File: config.mk
export PLATFORM = sky130hd
export DESIGN_NAME = mbhi_host_port
export DESIGN_NICKNAME = d
export VERILOG_FILES = /design/src/hdl/mbhi_pkg.sv /design/src/hdl/mbhi_host_port.sv /design/src/hdl/mbhi_edge.sv
export SDC_FILE = /design/constraint.sdc
export NUM_CORES = 1
export LEC_CHECK = 0
export CORE_UTILIZATION = 65
export DETAILED_ROUTE_END_ITERATION = 7
export DONT_BUFFER_PORTS = 1
export HOLD_SLACK_MARGIN = 0.12
export PLACE_DENSITY = 0.81
export SYNTH_ARGS = -nofsm -noshare
export SYNTH_HDL_FRONTEND = slang
export SYNTH_HIERARCHICAL = 1
export SYNTH_SLANG_ARGS = --single-unit
export TNS_END_PERCENT = 10
File: constraint.sdc
create_clock -name core_clk -period 2.1 [get_ports core_clk]
set_clock_uncertainty 0.2 [all_clocks]
set_input_delay 0 -clock core_clk [delete_from_list [all_inputs] [get_ports core_clk]]
set_output_delay 0 -clock core_clk [all_outputs]
set_load 0.05 [all_outputs]
File: src/hdl/mbhi_pkg.sv
/*
  Constants and types for the multiplexed address/data host port.
  Assumes a single 20 MHz core clock and host strobes sampled synchronously.
*/
package mbhi_pkg;
  localparam int unsigned DATA_W    = 8;
  localparam int unsigned ADDR_W    = 8;
  localparam logic [7:0]  ADDR_RST  = 8'h00;
  localparam logic [7:0]  DATA_RST  = 8'h00;
  localparam logic        MODE_STROBE   = 1'b1;
  localparam logic        MODE_SEPARATE = 1'b0;
  typedef enum logic [1:0] {
    MBHI_IDLE,
    MBHI_ADDR,
    MBHI_INVALID
  } mbhi_addr_state_t;
endpackage : mbhi_pkg

File: src/hdl/mbhi_host_port.sv
/*
  Multiplexed address/data host port with two selectable bus timings.
  It latches the address, takes write data, drives read data and blocks access on power fail.
  Assumes host strobes are synchronous to core_clk and the register store sits behind the user side ports.
  The store must hold reg_rdata steady while a read data phase lasts.
*/
`timescale 1ns/100ps
module mbhi_host_port (
  input  wire logic                        core_clk,
  input  wire logic                        rst,
  input  wire logic                        bus_timing_select,
  input  wire logic                        address_strobe,
  input  wire logic                        data_strobe,
  input  wire logic                        rw,
  input  wire logic                        chip_select_n,
  input  wire logic                        power_fail,
  input  wire logic [mbhi_pkg::DATA_W-1:0] addr_data_bus_in,
  output logic      [mbhi_pkg::DATA_W-1:0] addr_data_bus_out,
  output logic                             addr_data_bus_oe,
  input  wire logic                        osc_input,
  output logic                             osc_output,
  output logic      [mbhi_pkg::ADDR_W-1:0] reg_addr,
  output logic                             reg_addr_valid,
  output logic                             reg_wr,
  output logic      [mbhi_pkg::DATA_W-1:0] reg_wdata,
  output logic                             reg_rd,
  input  wire logic [mbhi_pkg::DATA_W-1:0] reg_rdata
);
  import mbhi_pkg::*;

  logic                mode_q;
  logic                as_rise, as_fall;
  logic                ds_lvl, ds_rise, ds_fall;
  logic                rw_lvl, rw_rise, rw_fall;
  logic                sel;
  logic                rd_phase;
  logic                wr_event;
  logic                rd_start;
  mbhi_addr_state_t    ast_q;
  logic [ADDR_W-1:0]   addr_q;
  logic [DATA_W-1:0]   rdata_q;
  logic                oe_q;
  logic                osc_q;
  logic                wr_q;
  logic [DATA_W-1:0]   wdata_q;
  logic                rd_q;
  logic                valid_q;
  logic                addr_ok;
  logic                wr_go;
  logic                rd_go;

  // One edge detector per strobe; the address strobe level is taken from the pin itself, not from its detector.
  mbhi_edge u_as (
    .core_clk(core_clk),
    .rst     (rst),
    .sig     (address_strobe),
    .level   (),
    .rise    (as_rise),
    .fall    (as_fall)
  );

  mbhi_edge u_ds (
    .core_clk(core_clk),
    .rst     (rst),
    .sig     (data_strobe),
    .level   (ds_lvl),
    .rise    (ds_rise),
    .fall    (ds_fall)
  );

  mbhi_edge u_rw (
    .core_clk(core_clk),
    .rst     (rst),
    .sig     (rw),
    .level   (rw_lvl),
    .rise    (rw_rise),
    .fall    (rw_fall)
  );

  // The address is loaded straight from the shared lines, so both widths must agree.
  if (ADDR_W != DATA_W) begin : g_width_check
    $error("Address width must equal the shared bus width.");
  end

  if (DATA_W == 0) begin : g_zero_check
    $error("The shared bus needs at least one bit.");
  end

  // The strap is caught while reset is held; a pulled-down pin reads low.
  // Changing the strap in mid-run has no effect until the next reset.
  always_ff @(posedge core_clk) begin
    if (rst) begin
      mode_q <= bus_timing_select;
    end
  end

  // Power fail masks chip select so no access reaches the store.
  // Chip select matters at the strobe edges that start an access and, for the output enable, all through the read data phase.
  assign sel = ~chip_select_n & ~power_fail;

  // Decode the strobe pair into a read phase, a write edge and a read start for the strapped timing.
  always_comb begin
    if (mode_q == MODE_STROBE) begin
      rd_phase = ds_lvl & rw_lvl;
      wr_event = ds_fall & ~rw_lvl;
      rd_start = (ds_rise & rw_lvl) | (rw_rise & ds_lvl);
    end else begin
      rd_phase = ~ds_lvl & rw_lvl;
      wr_event = rw_rise & ds_lvl;
      rd_start = (ds_fall & rw_lvl) | (rw_rise & ~ds_lvl);
    end
  end

  // An access needs a live address and a select not masked by power fail.
  assign addr_ok = (ast_q == MBHI_ADDR);
  assign wr_go   = wr_event & sel & addr_ok;
  assign rd_go   = rd_start & sel & addr_ok;

  // Address is captured on every strobe fall, selected or not.
  // A rising address strobe wins over everything but reset so a stale address is never reused.
  always_ff @(posedge core_clk) begin
    if (rst) begin
      addr_q <= ADDR_RST;
      ast_q  <= MBHI_IDLE;
    end else if (as_rise) begin
      ast_q <= MBHI_IDLE;
    end else if (as_fall) begin
      addr_q <= addr_data_bus_in;
      ast_q  <= MBHI_ADDR;
    end else begin
      case (ast_q)
        MBHI_ADDR: begin
          if ((wr_event | rd_start) & ~sel) begin
            ast_q <= MBHI_INVALID;
          end
        end
        MBHI_IDLE, MBHI_INVALID: begin
          ast_q <= ast_q;
        end
        default: begin
          ast_q <= MBHI_IDLE;
        end
      endcase
    end
  end

  // Write data is taken on every write edge; only a selected one raises the strobe.
  always_ff @(posedge core_clk) begin
    if (rst) begin
      wr_q    <= 1'b0;
      wdata_q <= DATA_RST;
    end else begin
      wr_q <= wr_go;
      if (wr_event) begin
        wdata_q <= addr_data_bus_in;
      end
    end
  end

  // One pulse at the start of each selected read so the store can advance.
  always_ff @(posedge core_clk) begin
    if (rst) begin
      rd_q <= 1'b0;
    end else begin
      rd_q <= rd_go;
    end
  end

  // Drive only during a selected read data phase; float otherwise.
  // The address strobe term keeps the lines free while a new address is placed.
  always_ff @(posedge core_clk) begin
    if (rst) begin
      oe_q <= 1'b0;
    end else begin
      oe_q <= rd_phase & sel & addr_ok & ~address_strobe;
    end
  end

  // Read data follows the store during the whole read phase and is held after it.
  always_ff @(posedge core_clk) begin
    if (rst) begin
      rdata_q <= DATA_RST;
    end else if (rd_phase) begin
      rdata_q <= reg_rdata;
    end
  end

  // Registered copy of the address-live state so the output comes from a flop.
  always_ff @(posedge core_clk) begin
    if (rst) begin
      valid_q <= 1'b0;
    end else if (as_rise) begin
      valid_q <= 1'b0;
    end else if (as_fall) begin
      valid_q <= 1'b1;
    end else if (addr_ok & (wr_event | rd_start) & ~sel) begin
      valid_q <= 1'b0;
    end else begin
      valid_q <= addr_ok;
    end
  end

  // Inverted oscillator; left unused when an external source drives the input.
  // It is sampled by core_clk, so it only mirrors slow oscillator inputs.
  always_ff @(posedge core_clk) begin
    if (rst) begin
      osc_q <= 1'b0;
    end else begin
      osc_q <= ~osc_input;
    end
  end

  // Every output is a flop; these lines only rename them.
  assign addr_data_bus_out = rdata_q;
  assign addr_data_bus_oe  = oe_q;
  assign osc_output        = osc_q;
  assign reg_addr          = addr_q;
  assign reg_addr_valid    = valid_q;
  assign reg_wr            = wr_q;
  assign reg_wdata         = wdata_q;
  assign reg_rd            = rd_q;
endmodule : mbhi_host_port

File: src/hdl/mbhi_edge.sv
/*
  Edge detector for one synchronous strobe input.
  Assumes the input is already synchronous to core_clk.
*/
`timescale 1ns/100ps
module mbhi_edge (
  input  wire logic core_clk,
  input  wire logic rst,
  input  wire logic sig,
  output logic      level,
  output logic      rise,
  output logic      fall
);
  logic prev_q;

  always_ff @(posedge core_clk) begin
    if (rst) begin
      // Seeding with the pin level avoids a false edge on the first cycle after reset.
      prev_q <= sig;
    end else begin
      prev_q <= sig;
    end
  end

  assign level = sig;
  assign rise  = sig & ~prev_q;
  assign fall  = ~sig & prev_q;
endmodule : mbhi_edge

==> results of run 1 <==
-- through the flow --
stage / TNS, ns / instances / utilization
final: 0 / 213 / 0.8920
after global routing: -0.003484 / 213 / 0.8920
after CTS: 0 / 209 / 0.8630
after detailed placement: 0 / 175 / 0.6970
after global placement: 0 / 175 / 0.6970
after floorplan: 0 / 155 / -
-- critical path, stage by stage (launching register included) --
cell and delay [ns]:
edfxtp_1 0.42, buf_4 0.19, xor2_4 0.21, o21ai_0 0.22, a21oi_1 0.09, dlygate4sd3_1 0.60
-- cell type report --
type,instances,area (um^2)
flip-flops and latches,35,710.7
well taps,27,33.78
fillers,90,214.0
repair buffers,35,332.8
inverters,2,7.507
multi-input cells,106,614.3
clock buffers,8,68.82
-- registers in the layout, summed over array words and instances (netlist names) --
signal,count
addr_data_bus_out,8
u_rw/prev_q,1
u_as/prev_q,1
reg_rd,1
reg_wr,1
reg_addr,8
ast_q,2
reg_addr_valid,1
reg_wdata,8
osc_output,1
mode_q,1
u_ds/prev_q,1
addr_data_bus_oe,1
-- power groups by stage --
stage	logic [mW]	clock network (mW)	registers, mW
2_1_floorplan	0.0944	0	0.809
3_3_place_gp	0.107	0	0.798
3_5_place_dp	0.112	0	0.800
4_1_cts	0.168	0.411	0.784
5_1_grt	0.213	0.442	0.785
6_report	0.197	0.415	0.781
-- path summary, 6_finish.rpt --
| check | to | slack [ns] | cells past startpoint |
|---|---|---|---|
| max reg2reg | addr_data_bus_out[1] | 0.08 | 5 |
| min reg2reg | reg_wdata[4] | 0.28 | 2 |
| max | addr_data_bus_out[1] | 0.08 | 5 |
| min | u_as/prev_q | 0.12 | 1 |
-- metal layers --
metal	up-vias	GRT usage	share of wire	wire [um]
met5	-	0	0	0
met4	0	0.1833	0.032	116
met3	15	0.07547	0.068	247
met2	75	0.5649	0.52	1910
met1	621	0.3302	0.38	1379
li1	602	-	-	-
-- timing repair --
item                       CTS  global route
hold buffers                26             1
hold endpoints to repair    36             1
gates resized for setup      0             3
setup endpoints to repair    0             1
setup buffers                0             3
==> out/results.tsv, run 1 <==
stage	metric	value	unit
status	status	finished, final reports clean	
synthesis	Synth warnings	6	
detailed_routing	DRT Pass-1 Iters	4	
critical_path	critical path required time	2.14	ns
sta	Setup WS post-layout	0.07544	ns
detailed_routing	drt total wl	3.653	mm
placed_design	area post-placement	0.001381	mm^2
critical_path	crit path max fanout	9	
die	Initial Utilization	0.6919	
die	DIE AREA	0.002297	mm^2
final_layout	Inserted Diodes	0	
synthesis	syn avg cell area	8.847	um^2
sta	Tcrit/Tclk final	0.9641	
detailed_routing	post-route ant nets	0	
global_route	number of global-route vias before repair	1133	
placed_design	HPWL Detailed	1.999	mm
critical_path	reg2reg start	mode_q	
detailed_routing	DR DRC count	0	
detailed_routing	wire per inst	17.15	um
cts	clk slew on worst S/H paths	0.11	ns
final_layout	Nets	210	
die	Core Area	0.001982	mm^2
placed_design	Port Buf Inserts	0	
critical_path	CP startpoint kind	flop	
die	Die Wd	47.93	um
die	row cnt	16	
worst_hold_path	Hold Crit Class	primary input to flop	
sta	final hold viol count	0	
final_layout	share of cells above drive strength 1	0.1022	
critical_path	Crit Path Category	flop to flop	
power_and_ir_drop	Seq pwr share	0.560	
global_route	first-pass GRT wire length	4.809	mm
synthesis	Synth Cell Area	0.001371	mm^2
cts	Num CTS Buffers	5	
sta	Achievable Freq	493.9	MHz
sta	Rel. slew slack	0.3229	
sta	Fin Hold WS	0.1233	ns
detailed_routing	Vias	1313	
global_route	antenna violations before repair	0	
global_route	grt ovf	0	
final_layout	Design Area, Final	0.001768	mm^2
critical_path	crit end category	flop	
power_and_ir_drop	Int Power	980.5	uW
cts	clock sinks	35	
sta	fin. max-slew vios	0	
power_and_ir_drop	switch share	0.2965	
worst_hold_path	Min-Delay Startpoint	address_strobe	
power_and_ir_drop	total leakage power	0.6643	nW
cts	Max clock buf depth	2	
power_and_ir_drop	VDD IR max	0.8473	mV
die	IO Count	54	
placed_design	Setup WS pre-CTS	0.5451	ns
power_and_ir_drop	Tot Pwr	1.394	mW
global_route	largest net degree at the start of global routing	30	
final_layout	most frequent cells in the layout	dfxtp_1, dlygate4sd3_1, a21oi_1	
final_layout	area grow syn2layout	28.92	%
power_and_ir_drop	Psw	413.2	uW
power_and_ir_drop	clock power share	0.298	
sta	Tmin final	2.025	ns
power_and_ir_drop	Comb pwr share	0.142	
global_route	GRT Overall Usage	0.3144	
synthesis	post-synthesis cell count	155	
synthesis	Net Count, Synth	180	
detailed_routing	Via density	6.164	
power_and_ir_drop	power density cells	788.3	mW/mm^2
critical_path	Critical path origin	mode_q	
sta	Setup violations, final	0	
cts	CTS root buffer	clkbuf_4	
job	max cap viols	0	
placed_design	GPL Wtd Cong	0.6957	
detailed_routing	DR iter-0 viols	77	
cts	Clock Latency Late Sink	0.34	ns
cts	CTS tree	done	
final_layout	commonest non-fill, non-tap cell in the layout	dfxtp_1	
sta	worst slew pin tran	1.012	ns
critical_path	CP arrival	2.07	ns
cts	H-tree lvl count	2	
die	Die Y	47.93	um
Note: power is estimated with default switching activity, not from simulation.
==> inputs of run 2 (changes only) <==
==> constraint.sdc (replaced) <==
create_clock -name core_clk -period 2.5 [get_ports core_clk]
set_clock_uncertainty 0.2 [all_clocks]
set_input_delay 0 -clock core_clk [delete_from_list [all_inputs] [get_ports core_clk]]
set_output_delay 0 -clock core_clk [all_outputs]
set_load 0.05 [all_outputs]
==> run 2 against run 1 <==
- register-to-register slack improved by 0.31 ns
- routed wire length is 13% lower
- via count is 8.5% lower
- worst setup slack better by 0.31 ns
- flip-flop and latch count unchanged
- total power fell by 23%
- combinational power down 38%
- critical path depth decreased by 1
- first-iteration DRC count is 82% lower
- die area unchanged
- sequential power down 14%
- critical endpoint is now addr_data_bus_out[2]
- highest routed layer unchanged
==> out/results.tsv, run 2 (synthesis results as in run 1) <==
stage	metric	value	unit
worst_hold_path	Hold Crit Class	primary input to flop	
detailed_routing	Vias	1201	
sta	Setup violations, final	0	
final_layout	non-filler cells, final	203	
detailed_routing	drt total wl	3.165	mm
global_route	first-pass GRT wire length	4.526	mm
die	Core Area	0.001982	mm^2
sta	Tcrit/Tclk final	0.8450	
critical_path	Crit Path Category	flop to flop	
cts	clk slew on worst S/H paths	0.10	ns
critical_path	Worst Setup EP	addr_data_bus_out[2]	
cts	Num CTS Buffers	5	
critical_path	CP arrival	2.20	ns
power_and_ir_drop	total leakage power	0.5936	nW
die	row cnt	16	
sta	Achievable Freq	473.4	MHz
critical_path	critical path required time	2.58	ns
global_route	GRT Overall Usage	0.2943	
power_and_ir_drop	power density cells	650.3	mW/mm^2
cts	clock sinks	35	
critical_path	worst r2r dst	addr_data_bus_out[2]	
die	IO Count	54	
sta	Setup Total Neg Slack	0	ns
placed_design	GPL Wtd Cong	0.7251	
final_layout	area grow syn2layout	20.26	%
power_and_ir_drop	VDD IR max	0.5210	mV
cts	CTS tree	done	
power_and_ir_drop	Tot Pwr	1.072	mW
sta	worst slew pin tran	1.034	ns
sta	final hold viol count	0	
global_route	number of global-route vias before repair	1147	
sta	Tmin final	2.113	ns
cts	Max clock buf depth	2	
final_layout	Design Area, Final	0.001649	mm^2
die	Die Wd	47.93	um
die	DIE AREA	0.002297	mm^2
detailed_routing	post-route ant nets	0	
detailed_routing	DR iter-0 viols	14	
die	Die Y	47.93	um
global_route	largest net degree at the start of global routing	30	
critical_path	Critical path origin	mode_q	
cts	CTS root buffer	clkbuf_4	
critical_path	crit path max fanout	10	
placed_design	HPWL Detailed	1.992	mm
placed_design	Placed Cells incl. Taps	170	
status	status	finished, final reports clean	
global_route	grt ovf	0	
job	max cap viols	0	
detailed_routing	DRT Pass-1 Iters	5	
final_layout	# fillers	113	
critical_path	r2r setup slk	0.39	ns
die	Initial Utilization	0.6919	
sta	Rel. slew slack	0.3086	
critical_path	CP startpoint kind	flop	
sta	fin. max-slew vios	0	
critical_path	R2R depth	4	
critical_path	number of stages on the worst setup path	4	
detailed_routing	Via density	5.916	
placed_design	Port Buf Inserts	0	
final_layout	most frequent cells in the layout	dfxtp_1, dlygate4sd3_1, a21oi_1	
cts	Clock Latency Late Sink	0.33	ns
critical_path	reg2reg start	mode_q	
critical_path	slowest stage delay, CP	0.57	ns
detailed_routing	DR DRC count	0	
critical_path	CP max stage cell	dlygate4sd3_1	
critical_path	critical path cell sequence	xnor2_2 -> nand3_1 -> a21oi_1 -> dlygate4sd3_1	
final_layout	commonest non-fill, non-tap cell in the layout	dfxtp_1	
cts	H-tree lvl count	2	
detailed_routing	wire per inst	15.59	um
critical_path	WP buf/inv	1	
global_route	antenna violations before repair	0	
final_layout	share of cells above drive strength 1	0.05114	
sta	RSZ-0062 raised after global routing	no	
critical_path	critical path's top delay family	buffers and inverters	
critical_path	crit end category	flop	
final_layout	Nets	201	
final_layout	Inserted Diodes	0	
placed_design	area post-placement	0.001344	mm^2
-- run 2: layout make-up --
cell class | count | area, um^2 | share of cell area
flip-flops and latches | 35 | 710.7 | 0.4310
multi-input cells | 106 | 591.8 | 0.3589
repair buffers | 26 | 260.3 | 0.1578
clock buffers | 7 | 45.04 | 0.02731
well taps | 27 | 33.78 | 0.02049
inverters | 2 | 7.507 | 0.004552
-- run 2: how the worst min path moves through the flow --
stage / start / to / slack [ns] / cells past startpoint
finish: address_strobe / u_as/prev_q / 0.15 / 1
global route: address_strobe / u_as/prev_q / 0.15 / 1
CTS: address_strobe / u_as/prev_q / 0.14 / 1
detailed placement: address_strobe / u_as/prev_q / -0.17 / 0
global placement: address_strobe / u_as/prev_q / -0.17 / 0
floorplan: address_strobe / u_as/prev_q / -0.17 / 0
-- run 2: layer usage --
metal	part of all wire	GRT usage	vias up
met5	0	0	-
met4	0.025	0.1944	0
met3	0.064	0.09811	9
met2	0.52	0.5108	51
met1	0.39	0.2981	557
li1	-	-	584
-- run 2: repair_timing --
item,CTS,global route
hold buffers,26,0
gates resized for setup,0,0
endpoints found under the hold margin,36,0
setup buffers,0,0
-- run 2: worst register-to-register path, cell delays in order, from the launching register on --
cell	delay, ns
edfxtp_1	0.56
xnor2_2	0.43
nand3_1	0.13
a21oi_1	0.16
dlygate4sd3_1	0.57
-- run 2: per-stage QoR --
step | util | hold slack [ns] | setup WS (ns)
2_1_floorplan | - | -0.1723 | 1.115
3_3_place_gp | 0.6780 | -0.1720 | 1.020
3_5_place_dp | 0.6780 | -0.1720 | 0.9476
4_1_cts | 0.8321 | 0.1376 | 0.4412
5_1_grt | 0.8321 | 0.1538 | 0.3104
6_report | 0.8321 | 0.1470 | 0.3874
-- run 2: power breakdown --
group,switching [mW],leakage (nW),internal (mW),total [mW]
sequential,0.0883,0.288,0.585,0.674
combinational,0.0644,0.281,0.0579,0.122
clock,0.170,0.0254,0.106,0.276
total,0.323,0.594,0.749,1.07
==> inputs of run 3 (changes only) <==
--- a/config.mk
+++ b/config.mk
@@ -5,11 +5,11 @@
 export SDC_FILE = /design/constraint.sdc
 export NUM_CORES = 1
 export LEC_CHECK = 0
-export CORE_UTILIZATION = 65
+export CORE_UTILIZATION = 54
 export DETAILED_ROUTE_END_ITERATION = 7
 export DONT_BUFFER_PORTS = 1
 export HOLD_SLACK_MARGIN = 0.12
-export PLACE_DENSITY = 0.81
+export PLACE_DENSITY = 0.72
 export SYNTH_ARGS = -nofsm -noshare
 export SYNTH_HDL_FRONTEND = slang
 export SYNTH_HIERARCHICAL = 1
==> constraint.sdc (replaced) <==
create_clock -name core_clk -period 1.8 [get_ports core_clk]
set_clock_uncertainty 0.2 [all_clocks]
set_input_delay 0 -clock core_clk [delete_from_list [all_inputs] [get_ports core_clk]]
set_output_delay 0 -clock core_clk [all_outputs]
set_load 0.05 [all_outputs]
==> run 3 against run 2 <==
- the run now ends with negative hold slack left
- largest power group unchanged
- hold slack got worse by 0.67 ns
- combinational power grew 150%
- first-iteration DRC count rose by 140%
- via count is 6.6% higher
- design area rose by 11%
- critical path type is now primary input to flop
- sequential power rose by 25%
- worst setup slack worse by 0.26 ns
- routed wire length is 8.5% higher
==> out/results.tsv, run 3 (synthesis results as in run 1) <==
stage	metric	value	unit
final_layout	area grow syn2layout	34.03	%
critical_path	critical path required time	1.78	ns
die	DIE AREA	0.002745	mm^2
placed_design	Port Buf Inserts	0	
worst_hold_path	Hold Crit Class	primary input to flop	
placed_design	Setup WS pre-CTS	0.2664	ns
critical_path	CP max stage cell	dlygate4sd3_1	
die	IO Count	54	
critical_path	reg2reg start	mode_q	
sta	Tcrit/Tclk final	0.9282	
cts	Post-CTS Setup Repair Bufs	0	
worst_hold_path	hold depth	0	
sta	worst slew pin tran	1.049	ns
sta	Fin Hold WS	-0.5182	ns
global_route	grt ovf	0	
final_layout	# fillers	157	
detailed_routing	post-route ant nets	0	
cts	post-CTS sizing	0	
critical_path	critical path cell sequence	dlygate4sd3_1 -> and2b_2 -> and3b_1 -> o21ai_0 -> a21oi_1	
die	Die Y	52.40	um
worst_hold_path	Min-Delay Startpoint	rw	
global_route	antenna violations before repair	0	
detailed_routing	Via density	5.590	
sta	Tmin final	1.671	ns
global_route	largest net degree at the start of global routing	30	
global_route	number of global-route vias before repair	1262	
detailed_routing	Vias	1280	
final_layout	share of cells above drive strength 1	0.1692	
placed_design	HPWL Detailed	2.033	mm
job	max cap viols	0	
power_and_ir_drop	VDD IR max	0.6708	mV
detailed_routing	DR iter-0 viols	33	
critical_path	Crit Path Category	primary input to flop	
cts	CTS root buffer	clkbuf_4	
die	Core Area	0.002297	mm^2
die	Initial Utilization	0.5969	
sta	Achievable Freq	598.5	MHz
worst_hold_path	Min-Delay Endpoint	u_rw/prev_q	
cts	clk slew on worst S/H paths	0.09	ns
sta	final hold viol count	22	
status	failing checks	negative hold slack	
cts	Num CTS Buffers	5	
cts	CTS tree	done	
critical_path	CP arrival	1.65	ns
critical_path	crit end category	flop	
critical_path	CP startpoint kind	primary input	
power_and_ir_drop	total leakage power	0.7239	nW
sta	Setup WS post-layout	0.1292	ns
cts	H-tree lvl count	2	
final_layout	Core Util, Final	0.8001	
critical_path	r2r setup slk	0.18	ns
final_layout	commonest non-fill, non-tap cell in the layout	dfxtp_1	
global_route	first-pass GRT wire length	5.216	mm
power_and_ir_drop	power density cells	832.4	mW/mm^2
detailed_routing	DRT Pass-1 Iters	6	
sta	Setup Total Neg Slack	0	ns
detailed_routing	DR DRC count	0	
critical_path	R2R depth	3	
global_route	GRT Overall Usage	0.2745	
final_layout	Inserted Diodes	0	
sta	RSZ-0062 raised after global routing	no	
detailed_routing	wire per inst	15.00	um
die	Die Wd	52.40	um
critical_path	crit path max fanout	9	
detailed_routing	drt total wl	3.435	mm
critical_path	worst r2r dst	addr_data_bus_out[0]	
cts	Clock Latency Late Sink	0.34	ns
die	row cnt	17	
critical_path	slowest stage delay, CP	0.77	ns
status	status	finished, violations left	
placed_design	GPL Wtd Cong	0.7613	
sta	Setup violations, final	0	
final_layout	Nets	226	
cts	Max clock buf depth	2	
cts	clock sinks	35	
cts	cts hold-fix bufs	26	
sta	Rel. slew slack	0.2981	
power_and_ir_drop	Tot Pwr	1.530	mW
final_layout	most frequent cells in the layout	dfxtp_1, dlygate4sd3_1, a21oi_1, buf_4, nand2_1	
sta	fin. max-slew vios	0	
run 3: changes by cell type in the layout (fill, tap and decap cells not counted):
| cell | delta |
|---|---|
| buf_4 | +25 |
run 3: area by class of cell:
| class | instances | area [um^2] | area share |
|---|---|---|---|
| Timing Repair Buffer | 51 | 447.9 | 0.2437 |
| Clock buffer | 7 | 45.04 | 0.02451 |
| Sequential cell | 35 | 710.7 | 0.3867 |
| Multi-Input combinational cell | 106 | 591.8 | 0.3220 |
| Inverter | 2 | 7.507 | 0.004084 |
| Tap cell | 28 | 35.03 | 0.01906 |
run 3: layer usage:
metal	vias up	part of all wire	wire length, um	GRT usage
met1	595	0.42	1427	0.2924
li1	629	-	-	-
met2	47	0.51	1769	0.4684
met5	-	0	0	0
met4	0	0.025	85	0.1886
met3	9	0.044	152	0.06957
run 3: worst max path at each step:
stage / startpoint / to / slack [ns] / depth (start not counted)
6_report: data_strobe / reg_wdata[0] / 0.13 / 5
3_3_place_gp: mode_q / reg_wdata[4] / 0.32 / 3
4_1_cts: data_strobe / reg_wdata[0] / 0.16 / 5
2_1_floorplan: u_rw/prev_q / ast_q[0] / 0.41 / 4
5_1_grt: chip_select_n / reg_rd / 0.05 / 5
3_5_place_dp: mode_q / reg_wdata[5] / 0.27 / 3
run 3: metrics by stage:
stage | instance area [um^2] | instances | hold WS, ns
6_report | 1838 | 229 | -0.5182
5_1_grt | 1838 | 229 | -0.5415
4_1_cts | 1838 | 229 | -0.5312
3_5_place_dp | 1533 | 196 | -0.1720
3_3_place_gp | 1533 | 196 | -0.1720
2_1_floorplan | 1371 | 155 | -0.1723
run 3: critical path, delay by kind of cell:
family                 cells  cell delay, ns
and+or+nand+nor            2            0.56
AOI/OAI and AO/OA          2            0.32
buffers and inverters      1            0.77
run 3: power by group:
part	internal, mW	leakage [nW]	switching (mW)	total (mW)
sequential	0.813	0.288	0.0267	0.840
clock	0.147	0.0254	0.241	0.388
combinational	0.113	0.411	0.189	0.302
